**config.mk**
```make
export PLATFORM = sky130hd
export DESIGN_NAME = intr_accept
export DESIGN_NICKNAME = d
export VERILOG_FILES = /design/src/intr_accept_pkg.sv /design/src/intr_accept.sv /design/src/intr_priority_pick.sv
export SDC_FILE = /design/constraint.sdc
export NUM_CORES = 1
export LEC_CHECK = 0
export BUFFER_PORTS_ARGS = -buffer_cell sky130_fd_sc_hd__buf_2
export CELL_PAD_IN_SITES_DETAIL_PLACEMENT = 1
export CELL_PAD_IN_SITES_GLOBAL_PLACEMENT = 2
export CORE_MARGIN = 5
export CORE_UTILIZATION = 32
export CTS_CLUSTER_DIAMETER = 100
export DETAILED_ROUTE_END_ITERATION = 8
export PLACE_DENSITY_LB_ADDON = 0.1
export SLEW_MARGIN = 40
export SYNTH_ARGS = -nofsm -noshare
export SYNTH_HDL_FRONTEND = slang
export SYNTH_HIERARCHICAL = 1
export SYNTH_SLANG_ARGS = --single-unit
export TNS_END_PERCENT = 30
```
**constraint.sdc**
```tcl
create_clock -name i_clk_sys -period 2.56 [get_ports i_clk_sys]
set_input_delay 0.256 -clock i_clk_sys [delete_from_list [all_inputs] [get_ports i_clk_sys]]
set_output_delay 0.256 -clock i_clk_sys [all_outputs]
set_load 0.005 [all_outputs]
```
**src/intr_accept_pkg.sv**
```systemverilog
// Package of constants and types for the interrupt acceptance logic
package intr_accept_pkg;

    // ------------------------------------------------------------
    // Sizes
    // ------------------------------------------------------------
    localparam int NUM_MASKABLE = 8;
    localparam int VEC_W        = 8;
    localparam int ADDR_W       = 16;

    // ------------------------------------------------------------
    // Processor status word layout
    // ------------------------------------------------------------
    localparam int PSW_MASK_LSB  = 0;
    localparam int PSW_FLAG_LSB  = 8;
    localparam int PSW_SRV_EN    = 14;
    localparam int PSW_TS_EN     = 15;
    localparam logic [15:0] PSW_RESET = 16'h0000;

    // ------------------------------------------------------------
    // Register offsets of the plain register port
    // ------------------------------------------------------------
    localparam logic [3:0] OFF_PSW     = 4'h0;
    localparam logic [3:0] OFF_ROUTE   = 4'h1;
    localparam logic [3:0] OFF_PENDING = 4'h2;
    localparam logic [3:0] OFF_IRQ_ST  = 4'h3;
    localparam logic [3:0] OFF_IRQ_MSK = 4'h4;
    localparam logic [3:0] OFF_LAST    = 4'h5;

    // ------------------------------------------------------------
    // Vector locations in special-purpose memory
    // ------------------------------------------------------------
    localparam logic [15:0] VEC_BASE_STD   = 16'h2000;
    localparam logic [15:0] VEC_BASE_TS    = 16'h2040;
    localparam logic [15:0] VEC_NMI        = 16'h203E;
    localparam logic [15:0] VEC_STACK_OVF  = 16'h203C;
    localparam logic [15:0] VEC_UNIMP_OP   = 16'h2012;
    localparam logic [15:0] VEC_SW_TRAP    = 16'h2010;

    // ------------------------------------------------------------
    // Instruction class codes from the microcode engine
    // ------------------------------------------------------------
    localparam logic [3:0] INS_OTHER      = 4'h0;
    localparam logic [3:0] INS_SRV_OFF    = 4'h1;
    localparam logic [3:0] INS_SRV_ON     = 4'h2;
    localparam logic [3:0] INS_TS_OFF     = 4'h3;
    localparam logic [3:0] INS_TS_ON      = 4'h4;
    localparam logic [3:0] INS_SAVE_ALL   = 4'h5;
    localparam logic [3:0] INS_REST_ALL   = 4'h6;
    localparam logic [3:0] INS_SAVE_FLAGS = 4'h7;
    localparam logic [3:0] INS_REST_FLAGS = 4'h8;
    localparam logic [3:0] INS_UNIMP_OP   = 4'h9;
    localparam logic [3:0] INS_SW_TRAP    = 4'hA;

    // ------------------------------------------------------------
    // Dispatch kinds
    // ------------------------------------------------------------
    localparam logic [1:0] KIND_STD = 2'h0;
    localparam logic [1:0] KIND_TS  = 2'h1;
    localparam logic [1:0] KIND_NMI = 2'h2;

    // Event bits of the interrupt status register
    localparam int EV_DISPATCH = 0;
    localparam int EV_TS       = 1;
    localparam int EV_NMI      = 2;
    localparam int EV_W        = 3;

endpackage

```
**src/intr_accept.sv**
```systemverilog
// Interrupt acceptance and dispatch logic
// ------------------------------------------------------------
// Summary of operation
// - All sources maskable except NMI and three fault sources
// - Each maskable request gated by own mask bit
// - Service-off instruction suspends all maskable servicing
// - Nonmaskables ignore masks, never go to server
// - Service off/on leave nonmaskables untouched
// - Opcode and trap faults bypass priority, vector directly when executed; stack overflow goes through priority
// - Protected instruction delays acknowledge one instruction
// - Protected set: service, server, save, restore
// - Status high byte: enable, server enable, flags
// - Status low byte is the mask register
// - Save/restore-all moves both status bytes
// - Save/restore-flags moves only the high byte
// - Event array requests get distinct vectors
// - Server runs routine from control block
// - Server request fetches control block address
// - One server cycle moves one byte or word
// - Standard request reads vector for routine
// ------------------------------------------------------------
`timescale 1ns/1ns
`default_nettype none

module intr_accept #(
    parameter int NM = intr_accept_pkg::NUM_MASKABLE
) (
    input  wire logic                 i_clk_sys,
    input  wire logic                 i_nrst,
    // Register port
    input  wire logic [3:0]           i_reg_addr,
    input  wire logic [15:0]          i_reg_wdata,
    input  wire logic                 i_reg_wr,
    input  wire logic                 i_reg_rd,
    output logic [15:0]               o_reg_rdata,
    // Request sources
    input  wire logic [NM-1:0]        i_mask_req,
    input  wire logic                 i_nmi_req,
    input  wire logic                 i_stack_ovf_req,
    // Microcode engine
    input  wire logic                 i_instr_done,
    input  wire logic [3:0]           i_instr_class,
    input  wire logic [15:0]          i_pop_data,
    input  wire logic                 i_ack_point,
    input  wire logic                 i_ts_xfer_done,
    output logic                      o_dispatch,
    output logic [1:0]                o_dispatch_kind,
    output logic [15:0]               o_vector_addr,
    output logic [15:0]               o_push_data,
    output logic                      o_push_two_bytes,
    output logic                      o_ts_xfer_req,
    output logic                      o_irq
);

    localparam int NP  = NM + 2;
    localparam int EVW = intr_accept_pkg::EV_W;

    typedef struct packed {
        logic [15:0]    processor_status_word;
        logic [NM-1:0]  route;
        logic [NM-1:0]  pend;
        logic           nmi_pend;
        logic           ovf_pend;
        logic           hold;
        logic           ts_busy;
        logic [EVW-1:0] ev_st;
        logic [EVW-1:0] ev_msk;
        logic [15:0]    last_vec;
        logic [15:0]    rdata;
        logic           disp;
        logic [1:0]     kind;
        logic [15:0]    vec;
        logic [15:0]    push;
        logic           push2;
        logic           xfer;
        logic           irq;
    } st_s;

    st_s st_r;
    st_s st_nxt;

    logic [1:0] nmi_sync_r;
    logic [1:0] ovf_sync_r;

    // ------------------------------------------------------------
    // Helper functions
    // ------------------------------------------------------------
    function automatic logic is_protected(input logic [3:0] c);
        is_protected = (c >= intr_accept_pkg::INS_SRV_OFF) &&
                       (c <= intr_accept_pkg::INS_REST_FLAGS);
    endfunction

    function automatic logic [15:0] std_vec(input logic [3:0] i);
        std_vec = intr_accept_pkg::VEC_BASE_STD + {11'h000, i, 1'b0};
    endfunction

    // ------------------------------------------------------------
    // Pin synchronisers for nonmaskable sources
    // ------------------------------------------------------------
    always_ff @(posedge i_clk_sys or negedge i_nrst) begin
        if (!i_nrst) begin
            nmi_sync_r <= 2'b00;
            ovf_sync_r <= 2'b00;
        end else begin
            nmi_sync_r <= {nmi_sync_r[0], i_nmi_req};
            ovf_sync_r <= {ovf_sync_r[0], i_stack_ovf_req};
        end
    end

    // ------------------------------------------------------------
    // Priority resolution
    // ------------------------------------------------------------
    logic [NM-1:0] mask_ok;
    logic [NP-1:0] prio_req;
    logic          prio_any;
    logic [3:0]    prio_idx;

    always_comb begin
        mask_ok = st_r.pend & st_r.processor_status_word[NM-1:0];
        if (!st_r.processor_status_word[intr_accept_pkg::PSW_SRV_EN]) begin
            mask_ok = '0;
        end
        // Nonmaskables above all maskables, no mask applied
        prio_req = {st_r.nmi_pend, st_r.ovf_pend, mask_ok};
    end

    intr_priority_pick #(
        .N  (NP),
        .IW (4)
    ) u_pick (
        .i_req (prio_req),
        .o_any (prio_any),
        .o_idx (prio_idx)
    );

    // ------------------------------------------------------------
    // Next state
    // ------------------------------------------------------------
    logic [EVW-1:0] ev_set;
    logic           can_ack;
    logic [3:0]     idx_m;

    always_comb begin
        st_nxt        = st_r;
        ev_set        = '0;
        idx_m         = prio_idx;
        st_nxt.disp   = 1'b0;
        st_nxt.xfer   = 1'b0;
        st_nxt.rdata  = 16'h0000;

        // Latch requests
        st_nxt.pend     = st_r.pend | i_mask_req;
        st_nxt.nmi_pend = st_r.nmi_pend | nmi_sync_r[1];
        st_nxt.ovf_pend = st_r.ovf_pend | ovf_sync_r[1];

        // Instruction completion effects
        if (i_instr_done) begin
            st_nxt.hold = is_protected(i_instr_class);
            unique case (i_instr_class)
                intr_accept_pkg::INS_SRV_OFF: begin
                    st_nxt.processor_status_word[intr_accept_pkg::PSW_SRV_EN] = 1'b0;
                end
                intr_accept_pkg::INS_SRV_ON: begin
                    st_nxt.processor_status_word[intr_accept_pkg::PSW_SRV_EN] = 1'b1;
                end
                intr_accept_pkg::INS_TS_OFF: begin
                    st_nxt.processor_status_word[intr_accept_pkg::PSW_TS_EN] = 1'b0;
                end
                intr_accept_pkg::INS_TS_ON: begin
                    st_nxt.processor_status_word[intr_accept_pkg::PSW_TS_EN] = 1'b1;
                end
                intr_accept_pkg::INS_SAVE_ALL: begin
                    st_nxt.push  = st_r.processor_status_word;
                    st_nxt.push2 = 1'b1;
                end
                intr_accept_pkg::INS_REST_ALL: begin
                    st_nxt.processor_status_word = i_pop_data;
                end
                intr_accept_pkg::INS_SAVE_FLAGS: begin
                    st_nxt.push  = {st_r.processor_status_word[15:8], 8'h00};
                    st_nxt.push2 = 1'b0;
                end
                intr_accept_pkg::INS_REST_FLAGS: begin
                    st_nxt.processor_status_word[15:8] = i_pop_data[15:8];
                end
                intr_accept_pkg::INS_UNIMP_OP: begin
                    st_nxt.disp     = 1'b1;
                    st_nxt.kind     = intr_accept_pkg::KIND_NMI;
                    st_nxt.vec      = intr_accept_pkg::VEC_UNIMP_OP;
                    ev_set[intr_accept_pkg::EV_NMI] = 1'b1;
                end
                intr_accept_pkg::INS_SW_TRAP: begin
                    st_nxt.disp     = 1'b1;
                    st_nxt.kind     = intr_accept_pkg::KIND_NMI;
                    st_nxt.vec      = intr_accept_pkg::VEC_SW_TRAP;
                    ev_set[intr_accept_pkg::EV_NMI] = 1'b1;
                end
                default: begin
                end
            endcase
        end

        // Acknowledge point
        can_ack = i_ack_point && !st_r.hold && !st_nxt.disp && prio_any;
        if (can_ack) begin
            st_nxt.disp = 1'b1;
            ev_set[intr_accept_pkg::EV_DISPATCH] = 1'b1;
            if (prio_idx == 4'(NM + 1)) begin
                st_nxt.nmi_pend = nmi_sync_r[1];
                st_nxt.kind     = intr_accept_pkg::KIND_NMI;
                st_nxt.vec      = intr_accept_pkg::VEC_NMI;
                ev_set[intr_accept_pkg::EV_NMI] = 1'b1;
            end else if (prio_idx == 4'(NM)) begin
                st_nxt.ovf_pend = ovf_sync_r[1];
                st_nxt.kind     = intr_accept_pkg::KIND_NMI;
                st_nxt.vec      = intr_accept_pkg::VEC_STACK_OVF;
                ev_set[intr_accept_pkg::EV_NMI] = 1'b1;
            end else begin
                st_nxt.pend[idx_m[2:0]] = i_mask_req[idx_m[2:0]];
                if (st_r.route[idx_m[2:0]] &&
                    st_r.processor_status_word[intr_accept_pkg::PSW_TS_EN]) begin
                    st_nxt.kind    = intr_accept_pkg::KIND_TS;
                    st_nxt.vec     = intr_accept_pkg::VEC_BASE_TS
                                     + {11'h000, idx_m, 1'b0};
                    st_nxt.ts_busy = 1'b1;
                    st_nxt.xfer    = 1'b1;
                    ev_set[intr_accept_pkg::EV_TS] = 1'b1;
                end else begin
                    st_nxt.kind = intr_accept_pkg::KIND_STD;
                    st_nxt.vec  = std_vec(idx_m);
                end
            end
        end
        if (st_r.ts_busy && i_ts_xfer_done) begin
            st_nxt.ts_busy = 1'b0;
        end
        if (st_nxt.disp) begin
            st_nxt.last_vec = st_nxt.vec;
        end

        // Register writes
        if (i_reg_wr) begin
            unique case (i_reg_addr)
                intr_accept_pkg::OFF_PSW: begin
                    st_nxt.processor_status_word = i_reg_wdata;
                end
                intr_accept_pkg::OFF_ROUTE: begin
                    st_nxt.route = i_reg_wdata[NM-1:0];
                end
                intr_accept_pkg::OFF_IRQ_ST: begin
                    st_nxt.ev_st = st_r.ev_st & ~i_reg_wdata[EVW-1:0];
                end
                intr_accept_pkg::OFF_IRQ_MSK: begin
                    st_nxt.ev_msk = i_reg_wdata[EVW-1:0];
                end
                default: begin
                end
            endcase
        end
        // Set wins over clear
        st_nxt.ev_st = st_nxt.ev_st | ev_set;

        // Register reads
        if (i_reg_rd) begin
            unique case (i_reg_addr)
                intr_accept_pkg::OFF_PSW:     st_nxt.rdata = st_r.processor_status_word;
                intr_accept_pkg::OFF_ROUTE:   st_nxt.rdata = 16'(st_r.route);
                intr_accept_pkg::OFF_PENDING: st_nxt.rdata = {5'h00, st_r.ts_busy, st_r.nmi_pend,
                                                 st_r.ovf_pend, st_r.pend};
                intr_accept_pkg::OFF_IRQ_ST:  st_nxt.rdata = 16'(st_r.ev_st);
                intr_accept_pkg::OFF_IRQ_MSK: st_nxt.rdata = 16'(st_r.ev_msk);
                intr_accept_pkg::OFF_LAST:    st_nxt.rdata = st_r.last_vec;
                default:                      st_nxt.rdata = 16'h0000;
            endcase
        end

        st_nxt.irq = |(st_nxt.ev_st & st_nxt.ev_msk);
    end

    // ------------------------------------------------------------
    // State register
    // ------------------------------------------------------------
    always_ff @(posedge i_clk_sys or negedge i_nrst) begin
        if (!i_nrst) begin
            st_r     <= '0;
            st_r.processor_status_word <= intr_accept_pkg::PSW_RESET;
        end else begin
            st_r <= st_nxt;
        end
    end

    assign o_reg_rdata      = st_r.rdata;
    assign o_dispatch       = st_r.disp;
    assign o_dispatch_kind  = st_r.kind;
    assign o_vector_addr    = st_r.vec;
    assign o_push_data      = st_r.push;
    assign o_push_two_bytes = st_r.push2;
    assign o_ts_xfer_req    = st_r.xfer;
    assign o_irq            = st_r.irq;

endmodule

`default_nettype wire

```
**src/intr_priority_pick.sv**
```systemverilog
// Fixed priority picker for pending requests
`timescale 1ns/1ns
`default_nettype none

module intr_priority_pick #(
    parameter int N  = 10,
    parameter int IW = 4
) (
    input  wire logic [N-1:0]  i_req,
    output logic               o_any,
    output logic [IW-1:0]      o_idx
);

    // ------------------------------------------------------------
    // Highest index wins
    // ------------------------------------------------------------
    always_comb begin
        o_any = 1'b0;
        o_idx = '0;
        for (int k = 0; k < N; k++) begin
            if (i_req[k]) begin
                o_any = 1'b1;
                o_idx = IW'(k);
            end
        end
    end

endmodule

`default_nettype wire

```
==> results summary, run 1 <==
The internal reg-to-reg setup slack came out at 10 ps. The required time at the worst-slack endpoint came out at 2850 ps. The worst min-delay path category is in2reg. Entering global routing, the biggest net connects 59 pins. Hold is met by 62.3 ps.

The post-synthesis average cell area is 10.8 sq um. The register area share after synthesis is 51.3%. CTS placed an instance of sky130_fd_sc_hd__clkbuf_16 at the clock tree root. The share of synthesized flip-flops with an asynchronous set or reset came out at 100%. Yosys printed 6 warnings. The reg-to-reg endpoint is o_irq$_DFF_PN0_. IR analysis of the VDD net gives a maximum drop of 0.000459 V. The final layout contains 679 nets. The count of buffers from port buffering came out at 110. The number of clock buffers inserted by TritonCTS is 17.

The residual DRC count is 0. The source of the worst register-to-register timing path is st_r[110]$_DFF_PN0_. The total count of hold-check failures in the final report is 0. Setup violations remaining at the end of the flow were counted as 0. Once detailed placement completed, the half-perimeter wirelength came to 13500 microns.

The number of cells traversed by the worst register-to-register path is 11. The hold path depth is 3. The number of distinct library cells after synthesis came out at 60. The share of cells above drive strength 1 came out at 38.9%. The total detailed-routing wirelength is 18100 microns.

The die is 143 microns tall. Measured against its own limit, the worst slew margin works out to 55.7%. The clock-pin slew on the worst setup and hold paths came out at 60 ps. The highest achievable clock rate is 393 MHz. The static leakage power is 3.39 nW. The maximum level of the CTS H-tree came out at 4.

The worst-case setup margin in the final layout came out at 14.8 ps. The floorplan step defined a die boundary enclosing 20400 sq um. The floorplan row count came out at 48. The routed design could run at a clock period as short as 2550 ps.

The final clock skew came out at 8.78 ps. The total negative setup slack came out at 0 ps. The TritonCTS clock tree is yes. In this run the most critical hold path is launched from i_reg_wdata[10]. The width of the die is 143 microns. The number of DRC markers in iteration 0 is 242. Summing all flip-flop and latch instances after layout gives 2900 sq um. For this block, the via count after detailed routing is 4285. The clock insertion delay at the later pin of the skew report is 410 ps. The number of flops mapped to enable cells by yosys is 0. The core region is 17300 sq um. The worst-case setup slack after placement is -105 ps. In the synthesized netlist the dominant register cell turns out to be sky130_fd_sc_hd__dfrtp_1. The final antenna diode count is 0. The starting utilization of the core area came out at 32.7%.

Counting every sink on the clock net gives 116. The endpoint arrival time on the critical path is 2840 ps. The tool flagged a number of max-cap violations equal to 0. The global-route wire length before repair came out at 28000 microns.

In the final layout, the multi-input gates occupy 2310 sq um. The area growth from synthesis to final layout is 24.8%. Counting flops and latches in the post-synthesis netlist gives 116. Using the TritonRoute via totals, the vias-per-cell ratio works out to 4.98. The cell area after synthesis is 5660 sq um.

The clock passes through at most 2 buffers. The first detailed-routing pass ran for 4 iterations. The initial antenna violation count came out at 0. The portion of the clock cycle consumed by the worst path in the final layout came out at 99.4%.

The via count of the first global-routing pass is 4595. The count of pins over their slew limit came to 0. The gate count after technology mapping is 523. The slew of the pin with the lowest slew margin came out at 662 ps.

In the final routed layout, each cell accounts on average for 21.0 microns. The last weighted congestion value of the routability-driven placer is 0.859. The remaining global-route overflow is 0.

By startpoint and endpoint, the worst setup path is classified as reg2reg. The filler cells instantiated in the layout total 1932. Setup repair after global routing could not meet its margin everywhere. The post-detailed-route count of antenna-violating nets is 0.

For this design the ratio of total power to cell area is 798 nW/um^2. The top fanout value on the critical path came out at 8. The number of nets handed over by synthesis was 580. The aggregate global-route resource usage came out at 18.2%. The run finished with clean final reports. The path with the worst hold slack has its endpoint at st_r[106]$_DFF_PN0_. The worst setup path is launched from a register. STA classifies the critical path endpoint as a register. The I/O pin count is 111.
==> power breakdown <==
part           internal (W)  leakage, nW  switching (W)
Combinational      0.000484         1.68       0.000519
Sequential          0.00207         1.43       0.000189
Clock               0.00149        0.280       0.000877
==> sequential cells by signal (all words and copies together), names as in the netlist <==
name and count:
st_r 56, o_push_data 16, o_reg_rdata 16, o_vector_addr 16, nmi_sync_r 2, o_dispatch_kind 2, ovf_sync_r 2, prio_req 2
o_dispatch 1, o_irq 1, o_push_two_bytes 1, o_ts_xfer_req 1
==> critical path, cell delays in order, from the launching register on <==
cell and delay (ps):
sky130_fd_sc_hd__dfrtp_2 440, sky130_fd_sc_hd__and3_4 250, sky130_fd_sc_hd__inv_2 50, sky130_fd_sc_hd__a221oi_2 260
sky130_fd_sc_hd__o31ai_1 110, sky130_fd_sc_hd__buf_4 170, sky130_fd_sc_hd__buf_6 110, sky130_fd_sc_hd__mux2_4 300
sky130_fd_sc_hd__o22ai_4 190, sky130_fd_sc_hd__nor4_4 50, sky130_fd_sc_hd__a21o_1 180, sky130_fd_sc_hd__a221o_1 300
==> synth_stat cells (8+ instances only) <==
library cell,instances,share of area (%)
sky130_fd_sc_hd__buf_2,10,0.88
sky130_fd_sc_hd__dfrtp_1,116,51
sky130_fd_sc_hd__nand2_1,42,2.8
sky130_fd_sc_hd__o22ai_1,8,0.88
sky130_fd_sc_hd__clkbuf_1,15,1.0
sky130_fd_sc_hd__mux2_2,29,5.8
sky130_fd_sc_hd__and3_1,26,2.9
sky130_fd_sc_hd__mux2i_1,18,3.2
sky130_fd_sc_hd__a22oi_1,8,1.1
sky130_fd_sc_hd__nor2b_1,8,0.88
sky130_fd_sc_hd__nand2b_1,13,1.4
sky130_fd_sc_hd__a22o_1,10,1.5
sky130_fd_sc_hd__buf_4,51,6.8
sky130_fd_sc_hd__nor2_1,42,2.8
sky130_fd_sc_hd__o21ai_0,29,2.6
==> kinds of logic (layout without fill, tap and decap cells) <==
logic type      count (synthesis)  after routing  synth area share [%]
simple gates                  166            166                  15.4
flops                         116            116                  51.3
compound gates                104            104                  13.6
buf+inv                        85            197                  9.51
mux                            49             49                  9.62
xor+xnor                        3              3                 0.597
==> per-layer routing <==
layer  vias up  track usage [%]  wire (microns)
met3        14             4.79             879
li1       2011                -               -
met5         -                0               0
met1      2159             25.1            8480
met4         0             5.80             309
met2       101             27.9            8410
==> worst max-delay path by stage <==
| stage | startpoint | end | slack (ps) | depth (start not counted) |
|---|---|---|---|---|
| 2_1_floorplan | st_r[110]$_DFF_PN0_ | o_irq$_DFF_PN0_ | 8 | 11 |
| 3_3_place_gp | st_r[110]$_DFF_PN0_ | prio_req[9]$_DFF_PN0_ | -40 | 8 |
| 3_5_place_dp | st_r[110]$_DFF_PN0_ | prio_req[9]$_DFF_PN0_ | -100 | 7 |
| 4_1_cts | st_r[110]$_DFF_PN0_ | o_irq$_DFF_PN0_ | 7 | 10 |
| 5_1_grt | st_r[110]$_DFF_PN0_ | o_irq$_DFF_PN0_ | -110 | 11 |
| 6_report | st_r[110]$_DFF_PN0_ | o_irq$_DFF_PN0_ | 10 | 11 |
==> cell usage in the layout (no fill, tap or decap), types with 3 or more instances in the layout <==
cell                            synthesis  final
sky130_fd_sc_hd__a22oi_1                8      8
sky130_fd_sc_hd__and3_1                26     24
sky130_fd_sc_hd__and3b_1                3      3
sky130_fd_sc_hd__clkbuf_16              0     17
sky130_fd_sc_hd__a21boi_0               3      3
sky130_fd_sc_hd__clkinv_4               0      3
sky130_fd_sc_hd__nand3b_1               4      4
sky130_fd_sc_hd__nand2b_1              13     13
sky130_fd_sc_hd__dfrtp_1              116    115
sky130_fd_sc_hd__buf_2                 10    109
sky130_fd_sc_hd__nor3_1                 7      6
sky130_fd_sc_hd__o21ai_0               29     29
sky130_fd_sc_hd__clkinvlp_4             0      3
sky130_fd_sc_hd__o22ai_1                8      7
sky130_fd_sc_hd__o31ai_1                6      3
sky130_fd_sc_hd__nand2_1               42     42
sky130_fd_sc_hd__inv_1                  7      5
sky130_fd_sc_hd__nand3_1                4      3
sky130_fd_sc_hd__a21o_2                 3      3
sky130_fd_sc_hd__a31oi_1                3      3
sky130_fd_sc_hd__buf_4                 51     42
sky130_fd_sc_hd__dlygate4sd3_1          0      4
sky130_fd_sc_hd__mux2i_1               18     18
sky130_fd_sc_hd__mux2_2                29     28
sky130_fd_sc_hd__a222oi_1               7      7
sky130_fd_sc_hd__nor2_1                42     40
sky130_fd_sc_hd__nor2b_1                8      8
sky130_fd_sc_hd__a21oi_1                5      5
sky130_fd_sc_hd__a22o_1                10     10
sky130_fd_sc_hd__a21o_1                 7      7
==> metrics by stage <==
| step | cell area, sq um | total power (W) | utilization (%) | std cells |
|---|---|---|---|---|
| global placement | 6300 | 0.00323 | 36.4 | 820 |
| finish | 7060 | 0.00563 | 40.8 | 860 |
| global route | 7060 | 0.00591 | 40.8 | 860 |
| floorplan | 5660 | 0.00284 | - | 523 |
| CTS | 6940 | 0.00567 | 40.1 | 856 |
| detailed placement | 6300 | 0.00325 | 36.4 | 820 |
==> layout make-up <==
type / count / area share [%]
Tap cell: 225 / 3.99
Clock buffer: 21 / 6.52
Timing Repair Buffer: 158 / 13.4
Sequential cell: 116 / 41.1
Clock inverter: 11 / 1.81
Inverter: 7 / 0.372
Multi-Input combinational cell: 322 / 32.8
==> repair_timing <==
item	4_1_cts	5_1_grt
pin swaps	0	9
setup buffers	0	5
setup endpoints to repair	3	9
resized for setup	3	20
hold buffers	4	0
endpoints found under the hold margin	25	0
cloned	0	0
Note: power is estimated with default switching activity, not from simulation.
==> run 2, diff against run 1 <==
--- a/config.mk
+++ b/config.mk
@@ -13,6 +13,7 @@
 export CTS_CLUSTER_DIAMETER = 100
 export DETAILED_ROUTE_END_ITERATION = 8
 export PLACE_DENSITY_LB_ADDON = 0.1
+export REMOVE_ABC_BUFFERS = 1
 export SLEW_MARGIN = 40
 export SYNTH_ARGS = -nofsm -noshare
 export SYNTH_HDL_FRONTEND = slang
==> run 2 against run 1 <==
  * First-iteration DRC count increased by 60%
  * Die area unchanged
  * Global-route usage decreased by 0.50 points
  * Flip-flop and latch count unchanged
  * Worst setup slack improved by 20 ps
  * Maximum frequency increased by 0.81%
  * Sequential share of layout area decreased by 0.30 points
  * Via count increased by 0.79%
  * Largest power group unchanged
==> results summary, run 2 (synthesis gave the netlist of run 1 again) <==
The top fanout value on the critical path came out at 8. The post-detailed-route count of antenna-violating nets came out at 0. The aggregate global-route resource usage is 17.7%. The nature of the critical path startpoint is a register.

The worst-case hold path end point is st_r[76]$_DFFE_PN0P_. Entering global routing, the biggest net connects 75 pins. The endpoint arrival time on the critical path is 2850 ps.

The required time at the worst-slack endpoint came out at 2890 ps. The register with the most flip-flops in the final layout is st_r. The worst-case setup margin in the final layout is 35.2 ps. Summing internal, switching and leakage power gives 0.00568 W. In this run the number of H-tree levels came out at 4. The total number of clock tree sinks is 116. The post-layout utilization of the core came out at 41.1%. The setup violation total in the final timing report came out at 0. The clock-pin slew on the worst setup and hold paths came out at 50 ps. The library cells used most frequently in the layout, excluding fill and tap cells, are sky130_fd_sc_hd__dfrtp_1 (115), sky130_fd_sc_hd__buf_2 (109), sky130_fd_sc_hd__nand2_1 (42).

The total area of multi-input combinational cells is 2340 sq um. The count of pins over their slew limit came out at 0. The width of the die came out at 143 microns. The worst hold path begins at i_ts_xfer_done. The final critical path takes up 98.6% of the cycle. The placeable core region came out at 17300 sq um. The number of DRC markers in iteration 0 is 387. The floorplan step defined a die boundary enclosing 20400 sq um. The starting utilization of the core area came out at 32.7%. Detailed placement ended at an HPWL of 12900 microns. The I/O pin count is 111. The internal reg-to-reg setup slack came out at 40 ps.

The flow ran to the end, and the final reports show no timing, DRC or antenna violations. The global-route wire length before repair is 27400 microns. The sequential cell area came out at 2900 sq um.

The power per unit of standard cell area is 799 nW/um^2. Measured in cells, the most critical reg-to-reg path has a length of 9. The max-capacitance violation count is 0. For this run the aggregate overflow at the end of global routing stands at 0. For this run, design rule violations remaining after detail routing come to 0. The total detailed-routing wirelength is 17800 microns. The worst IR drop on VDD came out at 0.000518 V. In the routed layout, each cell is associated on average with a via count of 5.03.

The number of flip-flops under the largest register name came out at 56. The worst register-to-register path ends at st_r[87]$_DFF_PN0_. The layout filler cell count is 1921.

The worst setup path is captured at a register. The worst min-delay path category is in2reg. The via count of the first global-routing pass came out at 4651. The clock insertion delay at the later pin of the skew report came out at 420 ps.

The static leakage power came out at 3.40 nW. Setup repair after global routing could not meet its margin everywhere. The shortest clock period the worst path allows after layout is 2520 ps. The final antenna diode count came out at 0. The minimum hold slack came out at 22.3 ps. The final clock skew is 7.59 ps. TritonCTS built the clock tree. The last weighted congestion value of the routability-driven placer came out at 0.874.

The final-stage net count is 677. The area growth from synthesis to layout is 25.7%. The floorplan row count came out at 48. The buffer depth of the longest clock path is 2. Buffers inserted during clock tree synthesis total 17. The wire length per cell is 20.8 microns. The hold path depth is 2. The number of detailed-route iterations in the first pass came out at 5. The die span in y is 143 microns. In the final layout, the share of cells above drive strength 1 is 39.2%.

The total negative setup slack is 0 ps. Summing over every cut layer, the via total after detailed routing is 4319. The count of buffers from port buffering is 110. The initial antenna violation count came to 0. The highest achievable clock rate is 396 MHz.

The source of the worst register-to-register timing path is st_r[110]$_DFF_PN0_. In this run the clock root is driven by a sky130_fd_sc_hd__clkbuf_16. The slew of the pin with the lowest slew margin is 564 ps. The critical setup path kind is reg2reg. In this run the tightest slew margin relative to its limit is 62.3%.

The total count of hold-check failures in the final report is 0. Before CTS, the worst setup slack after placement is -16.4 ps. The library cell used most frequently in the layout, excluding fill and tap cells, is sky130_fd_sc_hd__dfrtp_1.
run 2: cell types whose count changed in the layout (fill, tap and decap cells not counted), sizes merged:
cell,previous run,this run
clkbuf,21,24
clkinv,5,3
buf,154,153
bufinv,2,3
clkinvlp,3,2
dlygate4sd3,4,3
inv,8,7
run 2: per-layer routing:
metal	GRT usage, %	share of wire [%]
met2	27.6	47
met4	5.45	1.6
met5	0	0
met1	24.5	47
met3	4.09	4.6
run 2: where the power goes:
group          switching, W  total [W]  internal [W]
clock network      0.000835    0.00244       0.00161
registers          0.000197    0.00227       0.00207
logic              0.000481   0.000967      0.000486
total               0.00151    0.00568       0.00417
run 2: area by class of cell:
| cell class | instances | share of cell area, % |
|---|---|---|
| Tap cell | 225 | 3.96 |
| Clock inverter | 8 | 1.74 |
| Inverter | 7 | 0.405 |
| Clock buffer | 24 | 6.78 |
| Multi-Input combinational cell | 322 | 33.0 |
| Timing Repair Buffer | 156 | 13.3 |
| Sequential cell | 116 | 40.8 |
run 2: timing repair:
item                                    CTS  global route
pin swaps                                 0            10
hold buffers                              3             0
endpoints found under the setup margin    1             9
setup buffers                             1             3
hold endpoints to repair                 12             0
resized for setup                         2            31
run 2: worst max-delay path by stage:
stage / startpoint / endpoint / slack, ps / cells after the start
finish: st_r[110]$_DFF_PN0_ / st_r[87]$_DFF_PN0_ / 40 / 9
global route: st_r[110]$_DFF_PN0_ / st_r[85]$_DFF_PN0_ / -50 / 9
CTS: st_r[110]$_DFF_PN0_ / o_irq$_DFF_PN0_ / 10 / 10
detailed placement: st_r[110]$_DFF_PN0_ / o_irq$_DFF_PN0_ / -20 / 10
global placement: st_r[110]$_DFF_PN0_ / o_irq$_DFF_PN0_ / 50 / 10
floorplan: st_r[110]$_DFF_PN0_ / o_irq$_DFF_PN0_ / -470 / 9
run 2: worst max-delay path: stages, from the launching register on:
cell,delay [ps]
sky130_fd_sc_hd__dfrtp_2,450
sky130_fd_sc_hd__and3_4,210
sky130_fd_sc_hd__nor2_2,130
sky130_fd_sc_hd__nor3_1,60
sky130_fd_sc_hd__o31a_1,370
sky130_fd_sc_hd__buf_4,190
sky130_fd_sc_hd__mux2i_1,120
sky130_fd_sc_hd__mux4_2,510
sky130_fd_sc_hd__buf_6,160
sky130_fd_sc_hd__o31ai_4,240
run 2: through the flow:
stage,cell area [sq um],std cells
floorplan,5140,445
global placement,6300,819
detailed placement,6300,819
CTS,6950,855
global route,7110,858
finish,7110,858
==> run 3, diff against run 2 <==
--- a/config.mk
+++ b/config.mk
@@ -13,6 +13,7 @@
 export CTS_CLUSTER_DIAMETER = 100
 export DETAILED_ROUTE_END_ITERATION = 8
 export PLACE_DENSITY_LB_ADDON = 0.1
+export RECOVER_POWER = 100
 export REMOVE_ABC_BUFFERS = 1
 export SLEW_MARGIN = 40
 export SYNTH_ARGS = -nofsm -noshare
==> run 3 against run 2 <==
  * Clock skew down 2.2 ps
  * Critical endpoint is now st_r[85]$_DFF_PN0_
  * Largest cell class unchanged
  * Routed wire length down 0.25%
  * Largest power group unchanged
  * Worst setup slack better by 5.0 ps
==> results summary, run 3 (synthesis gave the netlist of run 1 again) <==
The remaining global-route overflow is 0. The first detailed-routing pass took 4 iterations. The count of placed standard cells in the final layout, fillers left out came out at 859. The initial antenna violation count came to 0. The area growth from synthesis to final layout is 24.0%. The final-stage net count is 677. Port buffering added 110 buffers. Clock tree synthesis found a total of 116 sinks. The maximum level of the CTS H-tree is 4. The count of pins over their slew limit is 0. The critical path goes through and3_4 -> nor2_2 -> nor3_1 -> o31a_1 -> buf_4 -> mux2i_1 -> mux4_2 -> o21a_4 -> o31ai_4. Summing all multi-input logic gate instances after layout gives 2340 sq um. The launch instance of the worst min-delay path is i_ts_xfer_done. The max-capacitance violation count came out at 0. Clock-pin slew was measured on the worst setup and hold paths at 50 ps. The internal reg-to-reg setup slack is 40 ps. The buffering stage count on the worst path with inverters included came out at 1. In this run the remaining antenna-violating nets after routing total 0. The shortest clock period the worst path allows after layout is 2520 ps. The die covers 20400 sq um. Before CTS, the worst setup slack after placement is -16.4 ps. In the layout the commonest cells are sky130_fd_sc_hd__dfrtp_1 (115), sky130_fd_sc_hd__buf_2 (70), sky130_fd_sc_hd__clkbuf_1 (48). STA classifies the critical path startpoint as a register.

The width of the die came out at 143 microns. The path class of the tightest hold or removal check is in2reg. Leaving out fill and tap cells, the most frequent cell in the layout is sky130_fd_sc_hd__dfrtp_1. The die span in y came out at 143 microns. The first global-routing pass estimated 27400 microns of wire.

The static leakage power is 3.24 nW. The worst register-to-register path begins at st_r[110]$_DFF_PN0_. The worst IR drop on VDD is 0.000517 V. Clock tree synthesis inserted a total of 17 buffers. Setup repair after global routing could not meet its margin everywhere. The starting utilization of the core area is 32.7%. Counting flops per register, the top entry is st_r. The top fanout value on the critical path came out at 8. The critical path is of the reg2reg type. The number of flip-flops under the largest register name is 56. The worst-path cell with the longest stage delay is sky130_fd_sc_hd__mux4_2.

The layout filler cell count is 1917. The sequential cell area came out at 2900 sq um. Of the cells placed in the final design, the portion with a size suffix greater than 1 is 31.8%. The aggregate global-route resource usage came out at 17.7%.

The total detailed-routing wirelength came out at 17800 microns. The clock insertion delay at the later pin of the skew report is 410 ps. The hold path depth is 2. The last weighted congestion value of the routability-driven placer came out at 0.874. The final clock skew came out at 5.37 ps. The kind of end point of the critical path is a register. The number of vias in the routed layout is 4301. The flow ran to the end, and the final reports show no timing, DRC or antenna violations. Dividing the detail-routed via count by the number of cells gives 5.01.

The worst-case setup margin in the final layout is 40.1 ps. The clock passes through at most 2 buffers. The I/O pin count came out at 111.

The relative slew slack is 17.6%. The via count of the first global-routing pass is 4651. The total count of hold-check failures in the final report is 0.

The portion of the clock cycle consumed by the worst path in the final layout is 98.4%. The power per unit of standard cell area is 806 nW/um^2. The reg-to-reg endpoint is st_r[85]$_DFF_PN0_. TritonCTS built the clock tree. The area of placed instances is 6300 sq um.

The worst-case hold path end point is st_r[76]$_DFFE_PN0P_. The wire length per cell came out at 20.7 microns. The slew of the pin with the lowest slew margin came out at 1240 ps. Entering global routing, the biggest net connects 75 pins. The dominant delay contributor by cell family on the critical path is compound AO/OA/AOI/OAI gates.

The core region is 17300 sq um. The placed cell count is 819. Detailed placement ended at an HPWL of 12900 microns. The summed area of non-filler cells in the final layout is 7020 sq um. The highest achievable clock rate is 397 MHz. The required time at the worst-slack endpoint is 2880 ps.

The number of DRC markers in iteration 0 is 365. The endpoint arrival time on the critical path is 2840 ps. Setup violations remaining at the end of the flow were counted as 0. The residual DRC count came out at 0. The largest stage delay on the critical path is 510 ps.

In this run the clock root is driven by a sky130_fd_sc_hd__clkbuf_16. The floorplan has 48 rows. The number of cells traversed by the worst register-to-register path is 9.
-- run 3: changes by cell type in the layout (fill, tap and decap cells not counted), sizes merged --
cell / before / now
buf: 153 / 107
diode: 0 / 1
clkbuf: 24 / 70
-- run 3: final cells by class --
class                      instances  area share, %
clock buffer                      24           6.87
timing repair buffer             156           12.1
clock inverter                     8           1.77
sequential                       116           41.4
inverter                           7          0.410
antenna                            1         0.0357
multi-input combinational        322           33.4
tap                              225           4.01
-- run 3: power breakdown --
part | switching (W) | internal, W
combinational | 0.000482 | 0.000458
clock | 0.000836 | 0.00161
sequential | 0.000198 | 0.00207
-- run 3: worst reg2reg max path, cell delays in order (launching register included) --
cell and delay (ps):
sky130_fd_sc_hd__dfrtp_2 450, sky130_fd_sc_hd__and3_4 210, sky130_fd_sc_hd__nor2_2 130, sky130_fd_sc_hd__nor3_1 60
sky130_fd_sc_hd__o31a_1 370, sky130_fd_sc_hd__buf_4 190, sky130_fd_sc_hd__mux2i_1 120, sky130_fd_sc_hd__mux4_2 510
sky130_fd_sc_hd__o21a_4 170, sky130_fd_sc_hd__o31ai_4 220
-- run 3: repair_timing --
item / CTS / global route
setup buffers: 1 / 3
pin swaps: 0 / 10
gates resized for setup: 2 / 31
hold buffers: 3 / 0
setup endpoints to repair: 1 / 9
hold endpoints to repair: 12 / 0
-- run 3: how the worst max path moves through the flow --
stage                               endpoint  depth (start not counted)  slack (ps)                 from
after detailed placement     o_irq$_DFF_PN0_                         10         -20  st_r[110]$_DFF_PN0_
after CTS                    o_irq$_DFF_PN0_                         10          10  st_r[110]$_DFF_PN0_
final                     st_r[85]$_DFF_PN0_                          9          40  st_r[110]$_DFF_PN0_
after global routing      st_r[85]$_DFF_PN0_                          9         -50  st_r[110]$_DFF_PN0_
after global placement       o_irq$_DFF_PN0_                         10          50  st_r[110]$_DFF_PN0_
after floorplan              o_irq$_DFF_PN0_                          9        -470  st_r[110]$_DFF_PN0_
-- run 3: metal layers --
metal / share of wire [%] / vias to the layer above / global-route usage, %
li1: - / 2000 / -
met1: 46 / 2177 / 24.5
met2: 47 / 104 / 27.6
met3: 5.2 / 20 / 4.09
met4: 1.7 / 0 / 5.45
met5: 0 / - / 0
-- run 3: per-stage QoR --
step	utilization [%]	total power [W]	TNS [ps]	hold WS, ps
6_report	40.6	0.00565	0	22.9
5_1_grt	40.6	0.00593	-117	19.5
4_1_cts	40.2	0.00569	0	10.4
3_5_place_dp	36.4	0.00321	-16.4	113
3_3_place_gp	36.4	0.00318	0	111
2_1_floorplan	-	0.00268	-4080	-39.6
